--- src/logic/macrocell_pkg.sv ---
`default_nettype none
package macrocell_pkg;

  localparam int NUM_CELLS   = 10;
  localparam int MAX_PTERMS  = 16;
  localparam int BASE_PTERMS = 8;
  localparam int PTERM_STEP  = 2;
  localparam int ADDR_W      = 8;
  localparam int DATA_W      = 32;
  localparam int CFG_W       = 4;
  localparam int SYNC_STAGES = 3;

  // Register map, byte addresses of aligned words
  localparam logic [ADDR_W-1:0] CFG_BASE_OFF = 8'h00;
  localparam logic [ADDR_W-1:0] CFG_STRIDE   = 8'h04;
  localparam logic [ADDR_W-1:0] STATE_OFF    = 8'h28;
  localparam logic [ADDR_W-1:0] PIN_OFF      = 8'h2C;
  localparam int                PIN_OE_LSB   = 16;

  typedef enum logic [1:0] {OE_ON, OE_OFF, OE_PTERM, OE_RSVD} oe_sel_t;

  // Bit b: 1 combinatorial, 0 registered; bit a: 1 true, 0 inverted
  typedef struct packed {
    logic    cell_cfg_bit_b;
    logic    cell_cfg_bit_a;
    oe_sel_t oe_sel;
  } cell_cfg_t;

  localparam cell_cfg_t CFG_RESET = '{cell_cfg_bit_b: 1'b1,
                                      cell_cfg_bit_a: 1'b1,
                                      oe_sel:         OE_OFF};

  typedef struct packed {
    logic drive;
    logic oe;
    logic fb_true;
    logic fb_comp;
  } cell_pin_t;

  // Pairs from both ends of the row share a term count
  function automatic int pterm_count(input int idx);
    int pair;
    pair = (idx < NUM_CELLS - 1 - idx) ? idx : NUM_CELLS - 1 - idx;
    return BASE_PTERMS + PTERM_STEP * pair;
  endfunction

endpackage
`default_nettype wire

--- src/logic/pin_sync.sv ---
`timescale 1ns/100ps
`default_nettype none
module pin_sync
  import macrocell_pkg::*;
#(
  parameter int WIDTH = NUM_CELLS
) (
  // Clock and reset
  input  wire logic             clk_sys,
  input  wire logic             rst,
  // Pin levels
  input  wire logic [WIDTH-1:0] async_in,
  output logic      [WIDTH-1:0] sync_out
);

  logic [WIDTH-1:0] s1_q;
  logic [WIDTH-1:0] s2_q;
  logic [WIDTH-1:0] s3_q;

  always_ff @(posedge clk_sys or posedge rst) begin
    if (rst) begin
      s1_q <= '0;
      s2_q <= '0;
      s3_q <= '0;
    end else begin
      s1_q <= async_in;
      s2_q <= s1_q;
      s3_q <= s2_q;
    end
  end

  // A change is taken only once the last two stages agree
  always_ff @(posedge clk_sys or posedge rst) begin
    if (rst) begin
      sync_out <= '0;
    end else begin
      for (int i = 0; i < WIDTH; i++) begin
        if (s2_q[i] == s3_q[i]) begin
          sync_out[i] <= s3_q[i];
        end
      end
    end
  end

endmodule
`default_nettype wire

--- src/logic/output_macrocell.sv ---
`timescale 1ns/100ps
`default_nettype none
module output_macrocell
  import macrocell_pkg::*;
#(
  parameter int NUM_PT = BASE_PTERMS
) (
  // Array side
  input  wire logic [MAX_PTERMS-1:0] pterms,
  input  wire logic                  oe_term,
  input  wire cell_cfg_t             cfg,
  // Register state after clear
  input  wire logic                  q_eff,
  // Synchronised pin level
  input  wire logic                  pin_level,
  // Results
  output logic                       sum,
  output cell_pin_t                  pins
);

  logic drive_src;
  logic pin_side;
  logic oe_c;

  assign sum       = |pterms[NUM_PT-1:0];                           // see RL1 see RL15
  assign drive_src = cfg.cell_cfg_bit_b ? sum : q_eff;              // see RL8 see RL12
  assign pins.drive = cfg.cell_cfg_bit_a ? drive_src : ~drive_src;  // see RL3 see RL6

  // Local enable keeps every struct member under a single driver kind
  always_comb begin
    if (!cfg.cell_cfg_bit_b) begin
      oe_c = oe_term;                                               // see RL2 see RL11
    end else begin
      case (cfg.oe_sel)                                             // see RL13
        OE_ON:    oe_c = 1'b1;
        OE_PTERM: oe_c = oe_term;
        default:  oe_c = 1'b0;
      endcase
    end
  end

  assign pins.oe = oe_c;

  // Pin side of the buffer: own drive when enabled, else outside level
  assign pin_side = pins.oe ? pins.drive : pin_level;

  // Registered cells return the inverted register, never the pin
  assign pins.fb_true = cfg.cell_cfg_bit_b ? pin_side : ~q_eff;    // see RL9 see RL10 see RL14
  assign pins.fb_comp = ~pins.fb_true;

endmodule
`default_nettype wire

--- src/logic/macrocell_array.sv ---
// Implementation choices: the register addresses and the plain strobed port.
`timescale 1ns/100ps
`default_nettype none
// Notes on behaviour
// RL1 - Ten cells, pairs of 8 to 16 terms
// RL2 - Each cell has its own enable term
// RL3 - Pin polarity chosen per cell
// RL4 - Clear term zeroes registers at once
// RL5 - Set term loads ones at next edge
// RL6 - Clear and set ignore polarity
// RL7 - Two bits pick mode and polarity
// RL8 - Registered pin follows its flip-flop
// RL9 - Registered feedback is inverted flip-flop
// RL10 - Registered pin is output only
// RL11 - Registered enable follows its term
// RL12 - Combinatorial pin follows the sum term
// RL13 - Combinatorial enable on, off or term
// RL14 - Combinatorial feedback taken from pin
// RL15 - Common clock; sum is OR of terms
// RL16 - Clear beats set at one edge
module macrocell_array
  import macrocell_pkg::*;
(
  // Clock and reset
  input  wire logic                                  clk_sys,
  input  wire logic                                  rst,
  // Register port
  input  wire logic [ADDR_W-1:0]                     reg_addr,
  input  wire logic [DATA_W-1:0]                     reg_wdata,
  input  wire logic                                  reg_wr,
  input  wire logic                                  reg_rd,
  output logic      [DATA_W-1:0]                     reg_rdata,
  // Product terms from the array
  input  wire logic [NUM_CELLS-1:0][MAX_PTERMS-1:0]  cell_pterms,
  input  wire logic [NUM_CELLS-1:0]                  cell_oe_terms,
  input  wire logic                                  shared_async_clear_term,
  input  wire logic                                  shared_sync_set_term,
  // Pins
  input  wire logic [NUM_CELLS-1:0]                  pin_i,
  output logic      [NUM_CELLS-1:0]                  pin_o,
  output logic      [NUM_CELLS-1:0]                  pin_oe,
  // Feedback to the array
  output logic      [NUM_CELLS-1:0]                  fb_true,
  output logic      [NUM_CELLS-1:0]                  fb_comp
);

  cell_cfg_t              cfg_q [NUM_CELLS];
  logic [NUM_CELLS-1:0]   state_q;
  logic [NUM_CELLS-1:0]   state_d;
  logic [NUM_CELLS-1:0]   q_eff;
  logic [NUM_CELLS-1:0]   sum_vec;
  logic [NUM_CELLS-1:0]   pin_sync_lvl;
  logic [NUM_CELLS-1:0]   pin_level;
  cell_pin_t              cell_pins [NUM_CELLS];
  logic [NUM_CELLS-1:0]   reg_mask;
  logic [NUM_CELLS-1:0]   pol_mask;
  logic [NUM_CELLS-1:0]   oe_on_mask;
  logic [NUM_CELLS-1:0]   oe_off_mask;
  logic [NUM_CELLS-1:0]   oe_term_mask;
  logic [DATA_W-1:0]      rdata_d;
  logic [DATA_W-1:0]      reg_rdata_q;

  // Address decoding
  function automatic logic cfg_hit(input logic [ADDR_W-1:0] addr);
    logic [ADDR_W-1:0] rel;
    rel = addr - CFG_BASE_OFF;
    return (addr >= CFG_BASE_OFF)
        && (rel < ADDR_W'(NUM_CELLS) * CFG_STRIDE)
        && (rel % CFG_STRIDE == '0);
  endfunction

  function automatic int cfg_index(input logic [ADDR_W-1:0] addr);
    logic [ADDR_W-1:0] rel;
    rel = addr - CFG_BASE_OFF;
    return int'(rel / CFG_STRIDE);
  endfunction

  // Configuration registers, one word per cell
  always_ff @(posedge clk_sys or posedge rst) begin
    if (rst) begin
      for (int i = 0; i < NUM_CELLS; i++) begin
        cfg_q[i] <= CFG_RESET;
      end
    end else if (reg_wr && cfg_hit(reg_addr)) begin
      cfg_q[cfg_index(reg_addr)] <= cell_cfg_t'(reg_wdata[CFG_W-1:0]);  // see RL7
    end
  end

  // Per-cell configuration as flat masks
  always_comb begin
    reg_mask     = '0;
    pol_mask     = '0;
    oe_on_mask   = '0;
    oe_off_mask  = '0;
    oe_term_mask = '0;
    for (int i = 0; i < NUM_CELLS; i++) begin
      reg_mask[i]     = ~cfg_q[i].cell_cfg_bit_b;
      pol_mask[i]     = cfg_q[i].cell_cfg_bit_a;
      oe_on_mask[i]   = cfg_q[i].oe_sel == OE_ON;
      oe_off_mask[i]  = (cfg_q[i].oe_sel == OE_OFF) || (cfg_q[i].oe_sel == OE_RSVD);
      oe_term_mask[i] = cfg_q[i].oe_sel == OE_PTERM;
    end
  end

  // Macrocell registers on the common clock
  always_comb begin
    if (shared_async_clear_term) begin
      state_d = '0;                                                 // see RL16
    end else if (shared_sync_set_term) begin
      state_d = '1;                                                 // see RL5
    end else begin
      state_d = sum_vec;                                            // see RL8
    end
  end

  always_ff @(posedge clk_sys or posedge rst) begin
    if (rst) begin
      state_q <= '0;
    end else begin
      state_q <= state_d;                                           // see RL15
    end
  end

  // Clear acts without waiting for an edge
  assign q_eff = shared_async_clear_term ? '0 : state_q;           // see RL4 see RL6

  pin_sync #(
    .WIDTH (NUM_CELLS)
  ) u_pin_sync (
    .clk_sys  (clk_sys),
    .rst      (rst),
    .async_in (pin_i),
    .sync_out (pin_sync_lvl)
  );

  for (genvar g = 0; g < NUM_CELLS; g++) begin : g_cell
    output_macrocell #(
      .NUM_PT (pterm_count(g))
    ) u_cell (
      .pterms    (cell_pterms[g]),
      .oe_term   (cell_oe_terms[g]),
      .cfg       (cfg_q[g]),
      .q_eff     (q_eff[g]),
      .pin_level (pin_sync_lvl[g]),
      .sum       (sum_vec[g]),
      .pins      (cell_pins[g])
    );
    assign pin_o[g]     = cell_pins[g].drive;
    assign pin_oe[g]    = cell_pins[g].oe;
    assign fb_true[g]   = cell_pins[g].fb_true;
    assign fb_comp[g]   = cell_pins[g].fb_comp;
    assign pin_level[g] = cell_pins[g].oe ? cell_pins[g].drive : pin_sync_lvl[g];
  end

  // Read data, valid only in the cycle after the strobe
  always_comb begin
    rdata_d = '0;
    if (!reg_rd) begin
      rdata_d = '0;
    end else if (cfg_hit(reg_addr)) begin
      rdata_d[CFG_W-1:0] = cfg_q[cfg_index(reg_addr)];
    end else if (reg_addr == STATE_OFF) begin
      rdata_d[NUM_CELLS-1:0] = q_eff;
    end else if (reg_addr == PIN_OFF) begin
      rdata_d[NUM_CELLS-1:0]                    = pin_level;
      rdata_d[PIN_OE_LSB +: NUM_CELLS]          = pin_oe;
    end else begin
      rdata_d = '0;
    end
  end

  always_ff @(posedge clk_sys or posedge rst) begin
    if (rst) begin
      reg_rdata_q <= '0;
    end else begin
      reg_rdata_q <= rdata_d;
    end
  end

  assign reg_rdata = reg_rdata_q;
endmodule
`default_nettype wire

--- config.mk ---
export PLATFORM = sky130hd
export DESIGN_NAME = macrocell_array
export DESIGN_NICKNAME = d
export VERILOG_FILES = /design/src/logic/macrocell_pkg.sv /design/src/logic/pin_sync.sv /design/src/logic/output_macrocell.sv /design/src/logic/macrocell_array.sv
export SDC_FILE = /design/constraint.sdc
export NUM_CORES = 1
export LEC_CHECK = 0
export ABC_AREA = 1
export BUFFER_PORTS_ARGS = -buffer_cell sky130_fd_sc_hd__buf_2
export CAP_MARGIN = 30
export CELL_PAD_IN_SITES_DETAIL_PLACEMENT = 1
export CELL_PAD_IN_SITES_GLOBAL_PLACEMENT = 2
export CORE_UTILIZATION = 24
export CTS_BUF_LIST = sky130_fd_sc_hd__clkbuf_8
export DETAILED_ROUTE_END_ITERATION = 8
export PLACE_DENSITY_LB_ADDON = 0.1
export SETUP_SLACK_MARGIN = 0.02
export SLEW_MARGIN = 25
export SYNTH_ARGS = -nofsm -noshare
export SYNTH_HDL_FRONTEND = slang
export SYNTH_SLANG_ARGS = --single-unit
export TNS_END_PERCENT = 20
--- constraint.sdc ---
create_clock -name clk_sys -period 4.4 [get_ports clk_sys]
set_clock_uncertainty 0.15 [all_clocks]
set_input_delay 0.22 -clock clk_sys [delete_from_list [all_inputs] [get_ports clk_sys]]
set_output_delay 0.22 -clock clk_sys [all_outputs]
set_load 0.01 [all_outputs]
==> flow_metrics.py <==
metrics = {
    "clock_tree": {
        "cts_repair_resize_count": 0,
        "worst_setup_hold_path_clk_slew_ns": 0.10,
        "cell_chosen_for_the_clock_root": "sky130_fd_sc_hd__clkbuf_8",
        "tritoncts.num_buffers": 9,
        "clock_sinks": 110,
        "ctsHtreeMaxLevel": 3,
        "worst_skew_late_latency_ns": 0.40,
        "max-clock-path-buffers": 2,
        "cts_tree": "yes",
    },
    "placed_design": {
        "place_worst_setup_slack_ns": 1.97,
        "port-buffer-count": 217,
        "globalplace.congestion": 0.823,
        "dpl.hpwl_mm": 14.6,
    },
    "yosys": {
        "sequential_cell_area_fraction_in_the_yosys_report_pct": 50.0,
        "ys_types": 36,
        "post_synthesis_area_per_instance_sq_um": 7.98,
        "post_synth_instance_area_sq_mm": 0.00558,
        "synthCells": 699,
        "yosys_register_bits": 110,
        "ys.warnings.count": 0,
    },
    "die": {
        "core_sq_mm": 0.0227,
        "floorplan.initialDensity_pct": 24.6,
        "die-width_microns": 154,
        "die-area_sq_mm": 0.0239,
        "die_y_microns": 154,
        "io-pin-count": 298,
        "floorplan.rows": 55,
    },
    "route": {
        "drt-pass1-iter-count": 4,
        "count_of_unresolved_drc_violations_after_routing": 0,
        "vias_per_cell": 4.44,
        "post_detailed_route_count_of_antenna_violating_nets": 0,
        "detail_route.wirelength_mm": 19.1,
        "vias": 5438,
        "detail_route.wl_per_cell_microns": 15.6,
        "first_iter_violations": 237,
    },
    "outcome": {
        "outcome": "completed",
    },
    "final_layout": {
        "layout-area-overhead-vs-synth_pct": 30.3,
        "numnets_final": 1159,
        "final_layout_size_suffix_gt1_share_pct": 32.1,
        "area.sequential_sq_mm": 0.00279,
        "most-common-layout-cells": "217 x sky130_fd_sc_hd__buf_2, 165 x sky130_fd_sc_hd__nand2_1, 97 x sky130_fd_sc_hd__nor2_1",
        "fillerInstances": 2822,
        "layout.cells.most_common": "sky130_fd_sc_hd__buf_2",
        "multiInputGateArea_sq_mm": 0.00230,
    },
    "timing": {
        "worst_case_setup_margin_in_the_final_layout_ns": 1.62,
        "setup-violations-final": 0,
        "clock.fmax_ghz": 0.360,
        "worst_slew_margin_rel_pct": 41.8,
        "fin_tns_setup_ns": 0,
        "timing.final.max_slew_violations": 0,
        "post-route-min-period_ns": 2.78,
        "rsz_0062_raised_after_global_routing": "false",
        "fin_crit_sh_pct": 63.1,
        "hold_violation_count_in_the_final_report": 0,
        "worst_pin_slew_ns": 0.871,
    },
    "setup_path": {
        "cp_data_arrival_time_ns": 2.93,
        "cpLargestDelayFamily": "buffers and inverters",
        "startpoint": "cell_pterms[24]",
        "critical_path.n_buffers_inverters": 6,
        "cp-endpoint": "state_q[1]$_DFF_PP0_",
        "crit_path_top_delay_cell": "sky130_fd_sc_hd__dlygate4sd3_1",
        "r2r_cells": 6,
        "critPathCaptureType": "flip-flop",
        "crit_path_cell_trace": "dlygate4sd3_1 > buf_2 > nor2_1 > dlygate4sd3_1 > nand2_1 > dlygate4sd3_1 > o31ai_1 > dlygate4sd3_1 > inv_1",
        "timing.setup.critical_path_class": "in -> reg",
        "worstReg2RegEnd": "reg_rdata[7]$_DFF_PP0_",
        "worstReg2RegStart": "cfg_q[11]$_DFFE_PP1P_",
        "startpoint_type": "primary input",
        "cpMostUsedCell": "sky130_fd_sc_hd__dlygate4sd3_1",
        "crit_fanout": 2,
        "timing.reg2reg.setup_slack_ns": 2.47,
        "crit_required_ns": 4.55,
        "cp.depth": 9,
        "largest_stage_delay_on_the_critical_path_ns": 0.57,
    },
    "global_route": {
        "first_global_vias": 5588,
        "grt_antenna_before_repair": 2,
        "grt_usage_pct": 16.4,
        "grt-ovfl-total": 0,
        "grt_pass1_wl_mm": 29.9,
        "grt_start_max_net_pins": 60,
    },
    "pwr": {
        "power.ir.vdd_worst_mv": 0.113,
        "cellLeakagePower_nw": 3.58,
        "totalPowerFinal_mw": 1.93,
        "power_density_mw_per_mm2": 266,
    },
    "min_path": {
        "min_path_type": "in -> reg",
    },
    "flow_run": {
        "max_cap_violations": 0,
    },
}
kinds of logic (layout without fill, tap and decap cells):
group                      count (synthesis)  count (layout)  synth area share [%]
AOI/OAI and AO/OA                        104             104                  10.7
and+or+nand+nor                          356             356                  27.9
buffers and inverters                    118             346                  9.51
adders and majority gates                 10              10                  1.79
other                                      1              13                0.0672
DFF                                      110             110                  50.0
worst min-delay path: cells and delay by family:
family	cells	cell delay, ns
buffers and inverters	1	0.07
AOI/OAI and AO/OA	1	0.11
and+or+nand+nor	3	0.12
metal layers:
layer / global-route usage, % / vias up / routed length (microns)
met5: 0 / - / 12
met4: 4.90 / 2 / 261
met3: 2.47 / 18 / 879
met2: 28.5 / 154 / 9280
met1: 21.1 / 2596 / 8650
li1: - / 2668 / -
synth_stat cells:
master	n	area, sq um
sky130_fd_sc_hd__or2_1	2	12.5
sky130_fd_sc_hd__or2_2	17	106
sky130_fd_sc_hd__o21a_1	1	7.51
sky130_fd_sc_hd__inv_2	2	7.51
sky130_fd_sc_hd__nand3b_1	4	30.0
sky130_fd_sc_hd__nor2_1	98	368
sky130_fd_sc_hd__buf_2	4	20.0
sky130_fd_sc_hd__dfrtp_1	80	2000
sky130_fd_sc_hd__o21ai_0	45	225
sky130_fd_sc_hd__nand3_2	2	20.0
sky130_fd_sc_hd__a2bb2oi_1	1	8.76
sky130_fd_sc_hd__and2_0	2	12.5
sky130_fd_sc_hd__o31ai_1	2	15.0
sky130_fd_sc_hd__o22ai_1	4	25.0
sky130_fd_sc_hd__and3_1	1	6.26
sky130_fd_sc_hd__conb_1	1	3.75
sky130_fd_sc_hd__o21ai_1	12	60.1
sky130_fd_sc_hd__o2111ai_1	3	26.3
sky130_fd_sc_hd__o211ai_1	2	15.0
sky130_fd_sc_hd__buf_4	22	165
sky130_fd_sc_hd__nor4_2	1	12.5
sky130_fd_sc_hd__a21o_1	1	7.51
sky130_fd_sc_hd__o22a_1	1	8.76
sky130_fd_sc_hd__nand2_2	4	25.0
sky130_fd_sc_hd__nand4_2	2	25.0
sky130_fd_sc_hd__nand2_1	165	619
sky130_fd_sc_hd__a21oi_1	16	80.1
sky130_fd_sc_hd__maj3_1	10	100
sky130_fd_sc_hd__clkbuf_1	3	11.3
sky130_fd_sc_hd__nor3_4	2	32.5
sky130_fd_sc_hd__dfstp_2	30	788
sky130_fd_sc_hd__nor2_2	2	12.5
sky130_fd_sc_hd__nand3_1	53	265
sky130_fd_sc_hd__nand4_1	1	6.26
sky130_fd_sc_hd__a22oi_1	16	120
sky130_fd_sc_hd__inv_1	87	327
layout make-up:
type / count / share of cell area (%)
Clock inverter: 7 / 0.603
Tap cell: 285 / 4.91
Inverter: 89 / 4.63
Multi-Input combinational cell: 482 / 31.7
Timing Repair Buffer: 241 / 18.0
Antenna cell: 1 / 0.0344
Sequential cell: 110 / 38.4
Clock buffer: 9 / 1.70
what timing repair did:
| item | CTS | global route |
|---|---|---|
| setup buffers | 0 | 0 |
| hold buffers | 18 | 0 |
| endpoints found under the hold margin | 63 | 0 |
| setup endpoints to repair | 0 | 0 |
flip-flops by register name, summed over array words and instances (netlist names):
name	flops
cfg_q	40
reg_rdata	20
state_q	10
u_pin_sync.s1_q	10
u_pin_sync.s2_q	10
u_pin_sync.s3_q	10
u_pin_sync.sync_out	10
report_power, final:
| part | internal [mW] | switching, mW |
|---|---|---|
| registers | 1.05 | 0.0216 |
| logic | 0.127 | 0.172 |
| clock network | 0.202 | 0.359 |
| total | 1.38 | 0.553 |
through the flow:
stage	hold slack [ns]	area (sq um)	utilization, %	instances
2_1_floorplan	0.101	5620	-	710
4_1_cts	0.0146	7250	31.9	1222
3_5_place_dp	0.180	6910	30.4	1188
6_report	0.0311	7270	32.0	1224
5_1_grt	0.0399	7270	32.0	1224
3_3_place_gp	0.178	6910	30.4	1188
worst min path at each step:
stage	start	to	slack, ns	cells after the start
after floorplan	pin_i[0]	u_pin_sync.s1_q[0]$_DFF_PP0_	0.10	0
after global placement	pin_i[0]	u_pin_sync.s1_q[0]$_DFF_PP0_	0.18	1
after detailed placement	pin_i[1]	u_pin_sync.s1_q[1]$_DFF_PP0_	0.18	1
after CTS	cell_pterms[148]	state_q[9]$_DFF_PP0_	0.01	5
after global routing	cell_pterms[6]	state_q[0]$_DFF_PP0_	0.04	5
final	cell_pterms[4]	state_q[0]$_DFF_PP0_	0.03	5
Power figures use the tool's default switching activity.
